<file path="src/pwtc_params.svh">
`ifndef PWTC_PARAMS_SVH
`define PWTC_PARAMS_SVH
// Control register field positions
`define PWTC_MODE_HI_BIT  7
`define PWTC_MODE_LO_BIT  6
`define PWTC_RUN_BIT      4
`define PWTC_EDGE_BIT     3
`define PWTC_PSC_MSB      2
`define PWTC_PSC_LSB      0
// Reset values
`define PWTC_CTRL_RST     8'h00
`define PWTC_CNT_RST      8'h00
// Timer mode divider, system clock over 8
`define PWTC_TMR_DIV      8
`endif

</file>
<file path="src/pwtc_pkg.sv">
package pwtc_pkg;
    typedef enum logic [1:0] {
        PWTC_MODE_IDLE  = 2'b00,
        PWTC_MODE_EVENT = 2'b01,
        PWTC_MODE_TIMER = 2'b10,
        PWTC_MODE_PULSE = 2'b11
    } pwtc_mode_t;
    typedef enum logic [1:0] {
        PWTC_PW_ARMED,
        PWTC_PW_MEASURE,
        PWTC_PW_DONE
    } pwtc_pw_state_t;
endpackage

</file>
<file path="src/pwtc_timer.sv">
`timescale 1ns/1ns
`include "pwtc_params.svh"
// Notes on behaviour
// - Mode bits both one select pulse width mode, internal clock gated by pin.
// - Edge select low: count from falling edge until pin returns high, clear run.
// - Edge select high: count from rising edge until pin returns low, clear run.
// - Hardware clears run only in pulse width mode; otherwise software only.
// - After auto stop, hold count and ignore pin until run set again.
// - Pulse width start and stop follow pin transitions, not levels.
// - Three-bit prescale field sets internal clock division.
// - Pin is counter input only in event or pulse mode with share option.
// - Timer mode counts system clock divided by eight times two to the power of the prescale field.
// - Pin edges count at once in event mode; pulse width counts wait for the timer clock pulse.
// - Counter clock inhibited while software reads count or writes preload.
// - Overflow sets request flag; interrupt only when enable is set.
// - Overflow with no flag pending wakes device from power-down regardless of interrupt enable.
// - Event counting continues in power-down and wakes on overflow.
// - Bit 4 of control is run: set starts, clear stops.
// - Mode bits 7 and 6, edge bit 3; 10 timer, 01 event.
// - Overflow reloads preload value and keeps counting.
module pwtc_timer #(
    parameter int CNT_W = 8
) (
    // Clock and reset
    input  wire logic             clk_i,
    input  wire logic             sys_rst_i,
    // Control register write
    input  wire logic             ctrl_wr_i,
    input  wire logic [7:0]       ctrl_wdata_i,
    // Preload write and counter read
    input  wire logic             preload_wr_i,
    input  wire logic [CNT_W-1:0] preload_wdata_i,
    input  wire logic             count_rd_i,
    // Request flag access
    input  wire logic             flag_set_i,
    input  wire logic             flag_clr_i,
    input  wire logic             irq_en_i,
    // System state and pin
    input  wire logic             pin_share_sel_i,
    input  wire logic             power_down_i,
    input  wire logic             counter_input_pin_i,
    // Status out
    output logic [7:0]            ctrl_o,
    output logic [CNT_W-1:0]      count_o,
    output logic                  request_flag_o,
    output logic                  irq_o,
    output logic                  wake_o
);
    // Refused at elaboration; reset macros and reload path assume this range
    if (CNT_W < 2 || CNT_W > 16) begin : g_cnt_w_chk
        $error("pwtc_timer: CNT_W out of range");
    end

    logic [7:0]       ctrl_q;
    logic [CNT_W-1:0] count_q;
    logic [CNT_W-1:0] preload_q;
    logic             flag_q;
    logic             irq_q;
    logic             wake_q;
    logic [2:0]       pin_sync_q;
    logic             pin_lvl_q;
    logic             tick;
    logic             overflow;
    logic             inc;
    logic             auto_stop;
    logic             rise;
    logic             fall;
    logic             pin_en;
    logic             start_edge;
    logic             stop_edge;
    pwtc_pkg::pwtc_mode_t     mode;
    pwtc_pkg::pwtc_pw_state_t pw_q;

    // Mode field decoded from the control register
    assign mode = pwtc_pkg::pwtc_mode_t'(
        {ctrl_q[`PWTC_MODE_HI_BIT], ctrl_q[`PWTC_MODE_LO_BIT]});

    // Prescaled tick shared by timer and pulse width modes
    pwtc_tick_gen #(
        .PSC_W (3)
    ) u_tick (
        .clk_i          (clk_i),
        .sys_rst_i      (sys_rst_i),
        .prescale_sel_i (ctrl_q[`PWTC_PSC_MSB:`PWTC_PSC_LSB]),
        .tick_o         (tick)
    );

    // Pin synchroniser; only stages two and three are compared
    always_ff @(posedge clk_i) begin
        if (sys_rst_i) begin
            pin_sync_q <= 3'h0;
        end else begin
            pin_sync_q <= {pin_sync_q[1:0],
                           counter_input_pin_i};
        end
    end

    // Accepted level changes when stages two and three agree
    always_ff @(posedge clk_i) begin
        if (sys_rst_i) begin
            pin_lvl_q <= 1'b0;
        end else if (pin_sync_q[1] == pin_sync_q[2]) begin
            pin_lvl_q <= pin_sync_q[2];
        end
    end

    // Edge detect on the filtered level
    assign rise = (pin_sync_q[1] == pin_sync_q[2]) && pin_sync_q[2]
                  && !pin_lvl_q;
    assign fall = (pin_sync_q[1] == pin_sync_q[2]) && !pin_sync_q[2]
                  && pin_lvl_q;
    assign pin_en = pin_share_sel_i && (mode == pwtc_pkg::PWTC_MODE_EVENT ||
                    mode == pwtc_pkg::PWTC_MODE_PULSE);

    // Start on the chosen edge, stop on the return edge
    assign start_edge = ctrl_q[`PWTC_EDGE_BIT] ? rise : fall;
    assign stop_edge  = ctrl_q[`PWTC_EDGE_BIT] ? fall : rise;

    // Pulse width measurement sequencer, edge driven
    always_ff @(posedge clk_i) begin
        if (sys_rst_i) begin
            pw_q <= pwtc_pkg::PWTC_PW_ARMED;
        end else if (!ctrl_q[`PWTC_RUN_BIT] ||
                     mode != pwtc_pkg::PWTC_MODE_PULSE || !pin_en) begin
            pw_q <= pwtc_pkg::PWTC_PW_ARMED;
        end else begin
            unique case (pw_q)
                pwtc_pkg::PWTC_PW_ARMED: begin
                    if (start_edge) begin
                        pw_q <= pwtc_pkg::PWTC_PW_MEASURE;
                    end
                end
                pwtc_pkg::PWTC_PW_MEASURE: begin
                    if (stop_edge) begin
                        pw_q <= pwtc_pkg::PWTC_PW_DONE;
                    end
                end
                pwtc_pkg::PWTC_PW_DONE: begin
                    pw_q <= pwtc_pkg::PWTC_PW_DONE;
                end
                // Unused code falls back to waiting for a start edge
                default: begin
                    pw_q <= pwtc_pkg::PWTC_PW_ARMED;
                end
            endcase
        end
    end

    // Return edge while measuring ends the single shot
    assign auto_stop = (pw_q == pwtc_pkg::PWTC_PW_MEASURE) && stop_edge
                       && ctrl_q[`PWTC_RUN_BIT]
                       && mode == pwtc_pkg::PWTC_MODE_PULSE && pin_en;

    // Control register; hardware clear only from pulse width stop
    always_ff @(posedge clk_i) begin
        if (sys_rst_i) begin
            ctrl_q <= `PWTC_CTRL_RST;
        end else if (ctrl_wr_i) begin
            ctrl_q <= ctrl_wdata_i;
        end else if (auto_stop) begin
            ctrl_q[`PWTC_RUN_BIT] <= 1'b0;
        end
    end

    // Increment source per mode; event mode pin edges count without the timer tick
    always_comb begin
        inc = 1'b0;
        unique case (mode)
            pwtc_pkg::PWTC_MODE_TIMER: inc = tick;
            pwtc_pkg::PWTC_MODE_EVENT: inc = pin_en &&
                (ctrl_q[`PWTC_EDGE_BIT] ? fall : rise);
            pwtc_pkg::PWTC_MODE_PULSE: inc = tick &&
                pw_q == pwtc_pkg::PWTC_PW_MEASURE;
            pwtc_pkg::PWTC_MODE_IDLE:  inc = 1'b0;
        endcase
        inc = inc && ctrl_q[`PWTC_RUN_BIT]
              && !count_rd_i && !preload_wr_i;
    end

    // Overflow only on a counting step from full count
    assign overflow = inc && (count_q == {CNT_W{1'b1}});

    // Preload store
    always_ff @(posedge clk_i) begin
        if (sys_rst_i) begin
            preload_q <= CNT_W'(`PWTC_CNT_RST);
        end else if (preload_wr_i) begin
            preload_q <= preload_wdata_i;
        end
    end

    // Counter; stopped preload writes go straight in
    always_ff @(posedge clk_i) begin
        if (sys_rst_i) begin
            count_q <= CNT_W'(`PWTC_CNT_RST);
        end else if (preload_wr_i && !ctrl_q[`PWTC_RUN_BIT]) begin
            count_q <= preload_wdata_i;
        end else if (overflow) begin
            count_q <= preload_q;
        end else if (inc) begin
            count_q <= count_q + 1'b1;
        end
    end

    // Request flag, set beats clear; irq gated by enable
    always_ff @(posedge clk_i) begin
        if (sys_rst_i) begin
            flag_q <= 1'b0;
            irq_q  <= 1'b0;
        end else begin
            flag_q <= overflow || flag_set_i || (flag_q && !flag_clr_i);
            irq_q  <= (overflow || flag_q) && irq_en_i;
        end
    end

    // Wake on overflow in power-down, unless flag already pending
    always_ff @(posedge clk_i) begin
        if (sys_rst_i) begin
            wake_q <= 1'b0;
        end else begin
            wake_q <= overflow && power_down_i && !flag_q;
        end
    end

    // Outputs straight from their registers
    assign ctrl_o         = ctrl_q;
    assign count_o        = count_q;
    assign request_flag_o = flag_q;
    assign irq_o          = irq_q;
    assign wake_o         = wake_q;

    // Overflow side effects: reload, flag, interrupt gate, wake
    a_overflow_reload: assert property (
        @(posedge clk_i) disable iff (sys_rst_i)
        overflow && !preload_wr_i |=> count_o == $past(preload_q))
        else $error("counter did not reload on overflow");
    a_flag_on_ovf: assert property (
        @(posedge clk_i) disable iff (sys_rst_i)
        overflow |=> request_flag_o)
        else $error("overflow did not set request flag");
    a_irq_gated: assert property (
        @(posedge clk_i) disable iff (sys_rst_i)
        irq_o |-> $past(irq_en_i))
        else $error("interrupt raised while disabled");
    a_wake_ovf: assert property (
        @(posedge clk_i) disable iff (sys_rst_i)
        overflow && power_down_i && !flag_q |=> wake_o)
        else $error("no wake on overflow in power-down");

    // Run bit ownership and single-shot stop
    a_run_hw_clear: assert property (
        @(posedge clk_i) disable iff (sys_rst_i)
        $fell(ctrl_o[`PWTC_RUN_BIT]) |-> $past(ctrl_wr_i) ||
        $past(mode) == pwtc_pkg::PWTC_MODE_PULSE)
        else $error("run bit cleared outside pulse width mode");
    a_auto_stop: assert property (
        @(posedge clk_i) disable iff (sys_rst_i)
        auto_stop && !ctrl_wr_i |=> !ctrl_o[`PWTC_RUN_BIT])
        else $error("run bit not cleared at pulse end");

    // Count must hold whenever nothing may clock it
    a_hold_inhibit: assert property (
        @(posedge clk_i) disable iff (sys_rst_i)
        count_rd_i && !preload_wr_i |=> $stable(count_o))
        else $error("counter moved during read");
    a_hold_stopped: assert property (
        @(posedge clk_i) disable iff (sys_rst_i)
        !ctrl_o[`PWTC_RUN_BIT] && !preload_wr_i
        |=> $stable(count_o))
        else $error("counter moved while stopped");
    a_timer_tick: assert property (
        @(posedge clk_i) disable iff (sys_rst_i)
        mode == pwtc_pkg::PWTC_MODE_TIMER && !tick && !preload_wr_i
        |=> $stable(count_o))
        else $error("timer counted without tick");
    a_pin_gate: assert property (
        @(posedge clk_i) disable iff (sys_rst_i)
        mode == pwtc_pkg::PWTC_MODE_EVENT && !pin_share_sel_i && !preload_wr_i
        |=> $stable(count_o))
        else $error("event counted without pin share");
endmodule

</file>
<file path="src/pwtc_tick_gen.sv">
`timescale 1ns/1ns
`include "pwtc_params.svh"
// Prescaled tick source: base divide by 8, then by 2^prescale_sel
module pwtc_tick_gen #(
    parameter int PSC_W = 3
) (
    // Clock and reset
    input  wire logic             clk_i,
    input  wire logic             sys_rst_i,
    // Control
    input  wire logic [PSC_W-1:0] prescale_sel_i,
    // Tick out
    output logic                  tick_o
);
    localparam int DIV_W = $clog2(`PWTC_TMR_DIV) + (1 << PSC_W);

    // Refused at elaboration; the divider width only covers these selects
    if (PSC_W < 1 || PSC_W > 3) begin : g_psc_w_chk
        $error("pwtc_tick_gen: PSC_W out of range");
    end

    logic [DIV_W-1:0] div_q;
    logic [DIV_W-1:0] limit;

    // Terminal count depends on the selected division
    assign limit = DIV_W'((`PWTC_TMR_DIV << prescale_sel_i) - 1);

    // Free running divider, one tick per period
    always_ff @(posedge clk_i) begin
        if (sys_rst_i) begin
            div_q  <= '0;
            tick_o <= 1'b0;
        end else if (div_q >= limit) begin
            div_q  <= '0;
            tick_o <= 1'b1;
        end else begin
            div_q  <= div_q + 1'b1;
            tick_o <= 1'b0;
        end
    end
endmodule

</file>
<file path="config.mk">
export PLATFORM = sky130hd
export DESIGN_NAME = pwtc_timer
export DESIGN_NICKNAME = d
export VERILOG_FILES = /design/src/pwtc_pkg.sv /design/src/pwtc_timer.sv /design/src/pwtc_tick_gen.sv
export VERILOG_INCLUDE_DIRS = /design/src /design/src/src
export SDC_FILE = /design/constraint.sdc
export NUM_CORES = 1
export LEC_CHECK = 0
export ABC_AREA = 0
export BUFFER_PORTS_ARGS = -buffer_cell sky130_fd_sc_hd__buf_2
export CAP_MARGIN = 20
export CORE_ASPECT_RATIO = 0.8
export CORE_MARGIN = 10
export CORE_UTILIZATION = 31
export DETAILED_ROUTE_END_ITERATION = 8
export PLACE_DENSITY_LB_ADDON = 0.25
export SETUP_SLACK_MARGIN = 0.02
export SYNTH_ARGS = -nofsm -noshare
export SYNTH_HDL_FRONTEND = slang
export SYNTH_SLANG_ARGS = --single-unit
</file>
<file path="constraint.sdc">
create_clock -name clk_i -period 5.19 [get_ports clk_i]
set_input_delay 0.2595 -clock clk_i [delete_from_list [all_inputs] [get_ports clk_i]]
set_output_delay 0.2595 -clock clk_i [all_outputs]
set_load 0.01 [all_outputs]
</file>
# Yosys cells after proc, flatten, opt, wreduce, memory -nomap -nowiden
# Index checks and enable logic that the tools add are counted.
# Widths: inputs -> output; s select.
[op_classes]
n_lt_le_gt_ge = 1
n_reduce_logical = 41
addsub = 3
n_eq_ne = 10
shifts = 1
muxes = 12
[op_table]
columns = ["cell", "count"]
rows = [
  ["$mux 8", 3],
  ["$logic_and 1x1->1", 20],
  ["$add 11x1->11 const B", 1],
  ["$ge 11x11->1", 1],
  ["$shl 4x3->11 const A", 1],
  ["$sub 11x2->11 const B", 1],
  ["$add 8x1->8 const B", 1],
  ["$eq 8x8->1 const B", 1],
  ["$logic_not 1->1", 8],
  ["$eq 2x2->1 const B", 3],
  ["$logic_or 1x1->1", 6],
  ["$ne 2x2->1 const B", 3],
  ["$pmux 2 s3", 1],
  ["$mux 1", 5],
  ["$eq 2x1->1 const B", 2],
  ["$logic_not 2->1", 2],
  ["$mux 2", 2],
  ["$pmux 1 s4", 1],
  ["$reduce_or 2->1", 2],
  ["$reduce_bool 3->1", 1],
  ["$reduce_and 2->1", 1],
  ["$reduce_bool 2->1", 1],
  ["$eq 1x1->1", 1],
]
[word_totals]
out_inout_bits = 19
word_cells = 80
inputBits = 27
ff_bits = 45

# Longest topological paths before layout
# Gate-level depths: netlist (run 1).
[logic_depth]
depth_word = 12
ltp_mapped = 9
depth_no_buf = 7

# Hierarchy
# A second synthesis (run 1) with hierarchy kept.
[unflattened]
cells_unflattened = 268
area_unflattened_um2 = 2359.8
[modules_own_cells]
columns = ["mod", "seq_area_each_um2", "cells_each", "area_per_inst_um2", "n_inst"]
rows = [
  ["pwtc_timer", 660.6, 190, 1649.1, 1],
  ["pwtc_tick_gen", 240.2, 78, 710.7, 1],
]

# Worst setup path after synthesis (run 1)
# OpenSTA, ideal clock, no wires.
[synth_path]
path_type = "flip-flop to flip-flop"
startpoint = "register ctrl_q[2], in the netlist ctrl_o[2]"
endpoint = "register u_tick.div_q[10]"
setup_time_ns = 0.065
t_required_ns = 5.125
arrival_time_ns = 2.094
slack_ns = 3.031
path_buffers = 2
stages_incl_launch_ff = 10
synth_period_minus_slack_ns = 2.159
path_cell_list = "dfxtp_1 -> clkbuf_1 -> nand3_1 -> ha_1 -> o2111a_1 -> o21ai_0 -> a31oi_1 -> or4_1 -> clkbuf_1 -> nor2_1"
[synth_via]
elab_chain_len = 4
[synth_rtl]
columns = ["element", "line", "source"]
rows = [
  ["start, declared", "pwtc_timer.sv:54", "logic [7:0] ctrl_q;"],
  ["start signal, assigned", "pwtc_timer.sv:157", "ctrl_q <= `PWTC_CTRL_RST;"],
  ["start signal, assigned", "pwtc_timer.sv:159", "ctrl_q <= ctrl_wdata_i;"],
  ["$shl 4x3->11 (no line)", "n/a", ""],
  ["$sub 11x2->11", "pwtc_tick_gen.sv:26", "assign limit = DIV_W'((`PWTC_TMR_DIV << prescale_sel_i) - 1);"],
  ["$ge 11x11->1", "pwtc_tick_gen.sv:33", "end else if (div_q >= limit) begin"],
  ["$reduce_or 2->1 (no line)", "n/a", ""],
  ["end signal, assigned", "pwtc_tick_gen.sv:37", "div_q <= div_q + 1'b1;"],
  ["end, declared", "pwtc_tick_gen.sv:22", "logic [DIV_W-1:0] div_q;"],
]
# No other way between the ends.
# A chain may end at the register's enable or synchronous reset.

# Worst setup path in the final report (run 1)
[layout_path]
startpoint = "register ctrl_q[2], in the netlist ctrl_o[2]"
endpoint = "register u_tick.div_q[9]"
# The elaborated chain is that of the path after synthesis.

==> summary.txt, run 1 <==
GRT
  – Vias in the first global route: 1851
  – First-pass GRT wire length: 9.39 mm
  – Total track usage: 0.102
  – Pin count of the biggest net entering global routing: 33
  – Initial antenna violation count: 0
  – Grt total ovfl: 0

Worst setup path
  – CP Max Fanout: 10
  – Arrival time worst endpoint: 2440 ps
  – Setup CP Type: flop to flop
  – CP Launch Type: flop
  – Worst EP required: 5430 ps
  – Family with the most delay on the worst path: simple AND/OR/NAND/NOR gates
  – CP Buf/Inv Count: 0
  – Slowest cell on the critical path: or4_1
  – Worst path max stage delay: 680 ps
  – Setup crit end kind: flop
  – CP Cell Sequence: nand3_1 -> ha_1 -> o2111a_1 -> o21ai_0 -> a31oi_1 -> or4_1 -> nor2_1

STA
  – Worst Tran Pin Value: 644 ps
  – Fmax: 0.454 GHz
  – Setup TNS: 0 ps
  – Clock skew: 11.0 ps
  – Final-report setup violation count: 0
  – Slew Limit Fails: 0
  – RSZ-0062 raised after global routing: no
  – Rel. slew slack: 0.571
  – Setup ws final: 2990 ps
  – Minimum clock period: 2200 ps
  – Final hold vios: 0
  – Final period util: 0.425

Clocking
  – CTS tree: yes
  – # H-tree levels: 2
  – Setup Buffers After CTS: 0
  – Post-CTS sizing: 0
  – TritonCTS Buffers: 5
  – Root Buffer: clkbuf_8
  – Hold buffers post-CTS: 0
  – Reg clk slew, reported paths: 80 ps
  – Clock latency on the worst-skew pair: 300 ps
  – CTS sink cnt: 45
  – Clock Path Buffers: 2

Run status
  – Status: finished clean

Yosys
  – Asr flop ratio synth: 0
  – Ys Warns: 0
  – Area leader, netlist: dfxtp_1
  – Syn Inst Count: 259
  – Yosys reg bits: 45
  – Ranking of synthesized cells by area: dfxtp_1 (39%), mux2i_1 (8.8%), ha_1 (8.2%)
  – Primary FF master, synth: dfxtp_1
  – Syn avg cell area: 8.81 um^2
  – Synthesized area: 2280 um^2
  – Mapped Nets: 301
  – Synth unique cells: 47
  – Most common cell in the synthesized netlist: dfxtp_1
  – Share of the yosys chip area belonging to registers: 0.395
  – Synth cell count leaders: dfxtp_1 (45), nor2_1 (41), nand2_1 (26)
  – Top cell type's share of synthesized area: 0.395
  – EDFF count, synth: 0

Drt
  – Remaining DRCs: 0
  – DR pass1 iterations: 4
  – DR vias/cell: 4.91
  – Vias post-DR: 1924
  – Post-route ant nets: 0
  – Wirelength per Cell: 14.1 um
  – WL final: 5.52 mm
  – Initial DRC count: 80

Floorplan
  – # IOs: 46
  – Die height: 96.7 um
  – # rows: 27
  – Die W: 116 um
  – Initial core utilization: 0.325
  – Core area: 7030 um^2
  – Die Area: 11200 um^2

Layout
  – Net total in the final layout: 346
  – # diodes: 0
  – Finished Cell Area: 2700 um^2
  – Area delta synth->final: 18.1%
  – Finished Core Util: 0.384
  – Share of layout cells above drive strength 1: 0.197

Pwr
  – Worst IR Drop VDD: 93.8 uV
  – Cell Pwr Density: 272 nW/um^2
  – P_leak: 1.13 nW

Place
  – DP Area: 2570 um^2
  – PortBufs: 45
  – DP Wirelength: 4.17 mm
  – DP Worst Slack: 3020 ps
  – Gp weighted congestion: 0.815

Worst hold path
  – Worst hold-check path type: primary input to flop

Job
  – Max_cap viols: 0
state kept, by name (all words and copies together) (netlist names):
| register | cells |
|---|---|
| pin_lvl_q | 1 |
| ctrl_o | 8 |
| preload_q | 8 |
| wake_o | 1 |
| request_flag_o | 1 |
| count_o | 8 |
| irq_o | 1 |
| u_tick.tick_o | 1 |
| u_tick.div_q | 11 |
| pw_q | 2 |
| pin_sync_q | 3 |
layout by cell type (no fill, tap or decap), types with 2 or more instances in the layout:
cell	count
a31oi_1	5
a22oi_1	2
clkbuf_8	6
nor3b_1	2
xnor2_1	5
nand2_1	26
nand3_1	14
and3_1	4
o211ai_1	2
ha_1	15
inv_1	10
nor2b_1	5
nor3_1	5
xor2_1	5
o21ai_0	6
dfxtp_1	45
a32oi_1	2
a21oi_1	10
buf_2	45
mux2_2	2
nor2_1	41
nand4_1	3
mux2i_1	20
per-layer routing:
layer,vias up,global-route usage,share of wire
met5,-,0,0
met4,0,0.0315,0.011
met3,5,0.0327,0.042
met2,36,0.153,0.44
met1,879,0.136,0.51
li1,1004,-,-
through the flow:
stage	total power, mW	std cells	hold WS (ps)
after CTS	0.744	391	170
after floorplan	0.430	259	379
final	0.733	392	179
after detailed placement	0.462	383	429
after global placement	0.462	383	425
after global routing	0.771	392	165
area by class of cell:
cell class / instances / area [um^2]
repair buffers: 46 / 230
well taps: 87 / 109
multi-input cells: 196 / 1300
fillers: 755 / 4330
inverters: 10 / 37.5
flip-flops and latches: 45 / 901
clock inverters: 1 / 30.0
clock buffers: 7 / 86.3
cells by family after synthesis:
kind of cell | synth area share
flip-flops | 0.395
other | 0.00164
AO/OA/AOI/OAI | 0.121
multiplexers | 0.0976
XOR/XNOR | 0.0384
buffers and inverters | 0.0351
adder cells (fa/ha/maj) | 0.0822
AND/OR/NAND/NOR | 0.230
worst paths after layout:
path	from	endpoint	slack, ps	cells past startpoint
max	ctrl_o[2]$_SDFFE_PP0P_	u_tick.div_q[9]$_SDFF_PP0_	2990	7
min reg2reg	pin_sync_q[0]$_SDFF_PP0_	pin_sync_q[1]$_SDFF_PP0_	440	1
min	counter_input_pin_i	pin_sync_q[0]$_SDFF_PP0_	180	2
max reg2reg	ctrl_o[2]$_SDFFE_PP0P_	u_tick.div_q[9]$_SDFF_PP0_	2990	7
where the power goes:
part | switching [mW] | total [mW] | leakage (nW) | internal, mW
combinational | 0.0398 | 0.0753 | 0.705 | 0.0355
sequential | 0.0179 | 0.378 | 0.369 | 0.360
clock | 0.122 | 0.279 | 0.0585 | 0.157
worst register-to-register path, cell delays in order (launching register included):
cell and delay, ps:
dfxtp_1 470, nand3_1 120, ha_1 320, o2111a_1 240, o21ai_0 70, a31oi_1 80
or4_1 680, nor2_1 170
Note: power is estimated with default switching activity, not from simulation.
==> inputs of run 2 (changes only) <==
- ABC_AREA: 0 -> 1
- clock period: 5.19 -> 1.95 ns (I/O delays scaled with it)
==> run 2 against run 1 <==
Effect of this change: maximum frequency is 30% higher; design area is 7.2% higher; register-to-register slack worse by 2700 ps; worst setup slack worse by 2700 ps; combinational power grew to 3.4 times the previous value; sequential share of layout area is 2.3 points lower; largest cell class unchanged; largest power group unchanged.
==> summary.txt, run 2 <==
Worst setup path
  – Arrival time worst endpoint: 1910 ps (was 2440 ps)
  – CP Cell Sequence: inv_1 -> ha_1 -> a21oi_1 -> o21ai_0 -> nand2_1 -> nand4_1 -> buf_4 -> nor3_1 (was nand3_1 -> ha_1 -> o2111a_1 -> o21ai_0 -> a31oi_1 -> or4_1 -> nor2_1)
  – Critical Path Start: ctrl_o[2]$_SDFFE_PP0P_ (unchanged)
  – FF-to-FF Start: ctrl_o[2]$_SDFFE_PP0P_ (unchanged)
  – Worst path max stage delay: 440 ps (was 680 ps)
  – CP Max Fanout: 12 (was 10)
  – Setup crit end kind: flop (unchanged)
  – CP Buf/Inv Count: 2 (was 0)
  – CP Launch Type: flop (unchanged)
  – Slowest cell on the critical path: dfxtp_1 (was or4_1)
  – Worst EP required: 2170 ps (was 5430 ps)
  – Family with the most delay on the worst path: flip-flops (was simple AND/OR/NAND/NOR gates)
  – Setup CP Type: flop to flop (unchanged)

Place
  – Gp weighted congestion: 0.798 (was 0.815)
  – DP Wirelength: 4.71 mm (was 4.17 mm)
  – Placed cells: 480 (was 383)
  – PortBufs: 45 (unchanged)

Yosys
  – Ranking of synthesized cells by area: dfxtp_1 (37%), nand2_1 (7.8%), ha_1 (7.7%) (was dfxtp_1 (39%), mux2i_1 (8.8%), ha_1 (8.2%))
  – Synthesized area: 2450 um^2 (was 2280 um^2)
  – Synth unique cells: 34 (was 47)
  – Area leader, netlist: dfxtp_1 (unchanged)
  – Primary FF master, synth: dfxtp_1 (unchanged)
  – Yosys reg bits: 45 (unchanged)
  – Synth cell count leaders: nand2_1 (51), dfxtp_1 (45), inv_1 (39) (was dfxtp_1 (45), nor2_1 (41), nand2_1 (26))
  – Asr flop ratio synth: 0 (unchanged)
  – Ys Warns: 0 (unchanged)
  – Syn Inst Count: 332 (was 259)
  – EDFF count, synth: 0 (unchanged)
  – Share of the yosys chip area belonging to registers: 0.368 (was 0.395)
  – Mapped Nets: 374 (was 301)
  – Most common cell in the synthesized netlist: nand2_1 (was dfxtp_1)
  – Top cell type's share of synthesized area: 0.368 (was 0.395)
  – Syn avg cell area: 7.37 um^2 (was 8.81 um^2)

Drt
  – DR vias/cell: 4.54 (was 4.91)
  – Remaining DRCs: 0 (unchanged)
  – Vias post-DR: 2217 (was 1924)
  – Post-route ant nets: 0 (unchanged)
  – Wirelength per Cell: 12.4 um (was 14.1 um)
  – Initial DRC count: 95 (was 80)
  – DR pass1 iterations: 4 (unchanged)
  – WL final: 6.06 mm (was 5.52 mm)

Layout
  – Sequential cell area: 901 um^2 (unchanged)
  – Most frequent cells in the layout: nand2_1 (51), dfxtp_1 (45), buf_2 (45), inv_1 (39), nor2_1 (38) (was dfxtp_1 (45), buf_2 (45), nor2_1 (41), nand2_1 (26), mux2i_1 (20))
  – Net total in the final layout: 424 (was 346)
  – Non-Filler Instances: 488 (was 392)
  – Area delta synth->final: 18.1% (about the same)
  – Most common cell after layout, fill and taps aside: nand2_1
  – Share of layout cells above drive strength 1: 0.193 (was 0.197)
  – Area of the multi-input gates: 1340 um^2 (was 1300 um^2)
  – # diodes: 0 (unchanged)
  – Number of flip-flops in the largest register: 11 (unchanged)
  – Finished Core Util: 0.384 (about the same)
  – Filler Cell Count: 808 (was 755)
  – Largest Register: u_tick.div_q (unchanged)

STA
  – Final period util: 0.869 (was 0.425)
  – Minimum clock period: 1700 ps (was 2200 ps)
  – Setup TNS: 0 ps (unchanged)
  – Slew Limit Fails: 0 (unchanged)
  – Final hold vios: 0 (unchanged)
  – Final-report setup violation count: 0 (unchanged)
  – Worst Tran Pin Value: 554 ps (was 644 ps)
  – RSZ-0062 raised after global routing: no (unchanged)
  – Clock skew: 7.24 ps (was 11.0 ps)
  – Rel. slew slack: 0.630 (was 0.571)
  – Fmax: 0.590 GHz (was 0.454 GHz)

Floorplan
  – Die height: 99.5 um (was 96.7 um)
  – Core area: 7530 um^2 (was 7030 um^2)
  – Die W: 119 um (was 116 um)
  – # rows: 28 (was 27)
  – Initial core utilization: 0.325 (about the same)
  – Die Area: 11900 um^2 (was 11200 um^2)
  – # IOs: 46 (unchanged)

Worst hold path
  – Worst hold-check path type: primary input to flop (unchanged)
  – Hold Startpoint: counter_input_pin_i (unchanged)

Clocking
  – Root Buffer: clkbuf_8 (unchanged)
  – # H-tree levels: 2 (unchanged)
  – Clock Path Buffers: 2 (unchanged)
  – Clock latency on the worst-skew pair: 300 ps (about the same)
  – Setup Buffers After CTS: 0 (unchanged)
  – Post-CTS sizing: 0 (unchanged)
  – CTS tree: yes (unchanged)
  – Hold buffers post-CTS: 0 (unchanged)
  – Reg clk slew, reported paths: 80 ps (about the same)
  – TritonCTS Buffers: 5 (unchanged)
  – CTS sink cnt: 45 (unchanged)

GRT
  – Grt total ovfl: 0 (unchanged)
  – Initial antenna violation count: 0 (unchanged)
  – GR Util met3: 0.0328 (was 0.0327)
  – Vias in the first global route: 2229 (was 1851)
  – Met2 Usage GRT: 0.162 (was 0.153)
  – Pin count of the biggest net entering global routing: 21 (was 33)
  – First-pass GRT wire length: 10.4 mm (was 9.39 mm)
  – Met1 usage: 0.137 (was 0.136)
  – Global route hottest layer: met2 (unchanged)
  – Total track usage: 0.105 (was 0.102)

Pwr
  – Worst IR Drop VDD: 275 uV (was 93.8 uV)
  – Total Power: 1.83 mW (was 733 uW)
  – P_leak: 1.34 nW (was 1.13 nW)
  – Cell Pwr Density: 633 nW/um^2 (was 272 nW/um^2)

Run status
  – Status: finished clean (unchanged)

Job
  – Max_cap viols: 0 (unchanged)
-- run 2: changes by cell type after synthesis, moves of 5 or more --
cell | previous run | this run
inv_1 | 10 | 39
nand2_1 | 26 | 51
nand3_1 | 14 | 36
mux2i_1 | 20 | 0
o21ai_0 | 6 | 22
a21oi_1 | 10 | 21
nor3_1 | 5 | 11
a21oi_2 | 0 | 5
a31oi_1 | 5 | 0
nor2b_1 | 5 | 0
-- run 2: layout make-up --
type,instances,share of cell area
Inverter,43,0.0576
Clock buffer,8,0.0277
Sequential cell,45,0.312
Timing Repair Buffer,51,0.0935
Multi-Input combinational cell,236,0.464
Tap cell,105,0.0455
-- run 2: routing by layer --
metal,vias to the layer above,part of all wire
met5,-,0
met4,0,0.0091
met3,5,0.051
met2,33,0.41
met1,998,0.53
li1,1181,-
-- run 2: logic make-up (layout without fill, tap and decap cells) --
group / Yosys count / after routing / share of synthesized area
compound gates: 53 / 53 / 0.121
xor+xnor: 12 / 12 / 0.0429
fa+ha+maj: 15 / 15 / 0.0767
buf+inv: 51 / 102 / 0.0838
flops: 45 / 45 / 0.368
other cells: 1 / 1 / 0.00153
simple gates: 155 / 155 / 0.306
-- run 2: worst min-delay path: stages --
cell and delay [ps]:
buf_2 70, inv_1 30, nor2_1 70
-- run 2: per-stage QoR --
| step | worst slack [ps] | hold WS, ps | area, um^2 |
|---|---|---|---|
| after floorplan | 337 | 204 | 2450 |
| after global placement | 313 | 317 | 2810 |
| after detailed placement | 250 | 318 | 2810 |
| after CTS | 248 | 1.11 | 2890 |
| after global routing | 64.0 | 18.4 | 2890 |
| final | 255 | 13.4 | 2890 |
-- run 2: final timing paths --
path | end | slack [ps] | cells past startpoint
setup reg to reg | u_tick.div_q[9]$_SDFF_PP0_ | 250 | 8
setup / recovery | u_tick.div_q[9]$_SDFF_PP0_ | 250 | 8
hold / removal | pin_sync_q[0]$_SDFF_PP0_ | 10 | 3
hold reg to reg | pin_sync_q[1]$_SDFF_PP0_ | 410 | 2
-- run 2: report_power, final --
part           internal [mW]  switching (mW)  total, mW
combinational          0.104           0.153      0.257
clock                  0.256           0.315      0.571
sequential             0.963          0.0391       1.00
total                   1.32           0.508       1.83
==> inputs of run 3 (changes only) <==
- CORE_UTILIZATION: 31 -> 50
- SKIP_CTS_REPAIR_TIMING: default -> 1
==> run 3 against run 2 <==
Effect of this change: hold slack got worse by 12 ps; clock power increased by 27%; first-iteration DRC count increased by 24%; critical path type unchanged; highest routed layer unchanged.
==> summary.txt, run 3 (synthesized netlist as in run 2, its figures left out) <==
GRT
  – First-pass GRT wire length: 9.78 mm (was 10.4 mm)
  – Pin count of the biggest net entering global routing: 25 (was 21)
  – Grt total ovfl: 0 (unchanged)
  – Vias in the first global route: 2170 (was 2229)
  – Total track usage: 0.143 (was 0.105)
  – Initial antenna violation count: 0 (unchanged)

Pwr
  – Cell Pwr Density: 696 nW/um^2 (was 633 nW/um^2)
  – Worst IR Drop VDD: 391 uV (was 275 uV)
  – P_leak: 1.34 nW (about the same)

Drt
  – Vias post-DR: 2228 (was 2217)
  – Post-route ant nets: 0 (unchanged)
  – DR pass1 iterations: 4 (unchanged)
  – Remaining DRCs: 0 (unchanged)
  – Initial DRC count: 118 (was 95)
  – DR vias/cell: 5.06 (was 4.54)
  – Wirelength per Cell: 13.0 um (was 12.4 um)
  – WL final: 5.70 mm (was 6.06 mm)

Layout
  – # diodes: 0 (unchanged)
  – Number of flip-flops in the largest register: 11 (unchanged)
  – Most common cell after layout, fill and taps aside: nand2_1 (unchanged)
  – Largest Register: u_tick.div_q (unchanged)
  – Most frequent cells in the layout: nand2_1 (51), dfxtp_1 (45), buf_2 (45), inv_1 (39), nor2_1 (38) (unchanged)
  – Filler Cell Count: 438 (was 808)
  – Share of layout cells above drive strength 1: 0.192 (was 0.193)
  – Area delta synth->final: 16.4% (was 18.1%)
  – Finished Cell Area: 2850 um^2 (was 2890 um^2)
  – Net total in the final layout: 421 (was 424)

Clocking
  – CTS sink cnt: 45 (unchanged)
  – Clock latency on the worst-skew pair: 300 ps (about the same)
  – Root Buffer: clkbuf_8 (unchanged)
  – CTS tree: yes (unchanged)
  – TritonCTS Buffers: 5 (unchanged)
  – Clock Path Buffers: 2 (unchanged)
  – Reg clk slew, reported paths: 80 ps (about the same)
  – # H-tree levels: 2 (unchanged)

Worst setup path
  – Worst path max stage delay: 460 ps (was 440 ps)
  – Setup crit end kind: flop (unchanged)
  – CP Launch Type: flop (unchanged)
  – Setup CP Type: flop to flop (unchanged)
  – Worst EP required: 2170 ps (about the same)
  – CP Max Fanout: 12 (unchanged)
  – Arrival time worst endpoint: 1930 ps (was 1910 ps)
  – CP Cell Sequence: inv_1 -> ha_1 -> a21oi_1 -> o21ai_0 -> nand2_1 -> nand4_1 -> buf_4 -> nor3b_1 (was inv_1 -> ha_1 -> a21oi_1 -> o21ai_0 -> nand2_1 -> nand4_1 -> buf_4 -> nor3_1)
  – Slowest cell on the critical path: dfxtp_1 (unchanged)

Place
  – Gp weighted congestion: 0.811 (was 0.798)
  – DP Area: 2730 um^2 (was 2810 um^2)
  – PortBufs: 45 (unchanged)
  – DP Wirelength: 4.34 mm (was 4.71 mm)

STA
  – Rel. slew slack: 0.567 (was 0.630)
  – Clock skew: 5.89 ps (was 7.24 ps)
  – RSZ-0062 raised after global routing: no (unchanged)
  – Final period util: 0.877 (was 0.869)
  – Final-report setup violation count: 0 (unchanged)
  – Minimum clock period: 1710 ps (was 1700 ps)
  – Slew Limit Fails: 0 (unchanged)
  – Fmax: 0.584 GHz (was 0.590 GHz)
  – Worst Tran Pin Value: 649 ps (was 554 ps)
  – Setup TNS: 0 ps (unchanged)
  – Final hold vios: 0 (unchanged)

Floorplan
  – Die height: 82.6 um (was 99.5 um)
  – Die W: 98.2 um (was 119 um)
  – Initial core utilization: 0.526 (was 0.325)
  – Die Area: 8110 um^2 (was 11900 um^2)
  – Core area: 4650 um^2 (was 7530 um^2)
  – # rows: 22 (was 28)
  – # IOs: 46 (unchanged)

Job
  – Max_cap viols: 0 (unchanged)

Run status
  – Status: finished clean (unchanged)

Worst hold path
  – Worst hold-check path type: primary input to flop (unchanged)
==> run 3: changes by cell type in the layout (fill, tap and decap cells not counted), sizes merged <==
cell,previous run,this run
buf,51,48
bufinv,0,1
clkbuf,8,7
==> run 3: metrics by stage <==
| stage | hold WS (ps) | worst slack, ps | instances | utilization | total power [mW] |
|---|---|---|---|---|---|
| floorplan | 204 | 337 | 332 | - | 1.18 |
| CTS | -2.86 | 254 | 440 | 0.612 | 2.00 |
| global route | 8.34 | 120 | 440 | 0.612 | 2.08 |
| finish | 1.49 | 239 | 440 | 0.612 | 1.98 |
| detailed placement | 320 | 269 | 432 | 0.587 | 1.28 |
| global placement | 301 | 347 | 432 | 0.587 | 1.27 |
==> run 3: power breakdown <==
part	internal (mW)	total, mW	switching [mW]
combinational	0.100	0.251	0.151
sequential	0.963	1.00	0.0398
clock	0.418	0.727	0.309
total	1.48	1.98	0.500
==> run 3: cell type report <==
cell class,count,area (um^2),area share
Tap cell,60,75.1,0.0264
Sequential cell,45,901,0.316
Clock inverter,1,30.0,0.0105
Timing Repair Buffer,48,248,0.0870
Multi-Input combinational cell,236,1340,0.471
Inverter,43,166,0.0584
Clock buffer,7,86.3,0.0303
==> run 3: worst paths after layout <==
check	end	cells after the start	startpoint	slack, ps
setup / recovery	u_tick.div_q[1]$_SDFF_PP0_	8	ctrl_o[2]$_SDFFE_PP0P_	240
hold / removal	pin_sync_q[0]$_SDFF_PP0_	3	counter_input_pin_i	1
setup reg to reg	u_tick.div_q[1]$_SDFF_PP0_	8	ctrl_o[2]$_SDFFE_PP0P_	240
hold reg to reg	pin_sync_q[1]$_SDFF_PP0_	2	pin_sync_q[0]$_SDFF_PP0_	420
==> run 3: metal layers <==
| metal | up-vias | global-route usage | share of wire |
|---|---|---|---|
| li1 | 1170 | - | - |
| met1 | 1000 | 0.183 | 0.50 |
| met2 | 51 | 0.226 | 0.43 |
| met3 | 7 | 0.0515 | 0.059 |
| met4 | 0 | 0.0371 | 0.0086 |
| met5 | - | 0 | 0 |
==> run 3: worst max-delay path, delay by kind of cell, from the launching register on <==
kind	cells	cell delay, ps
AOI/OAI and AO/OA	2	260
adders and majority gates	1	330
buffers and inverters	2	280
DFF	1	460
and+or+nand+nor	3	290
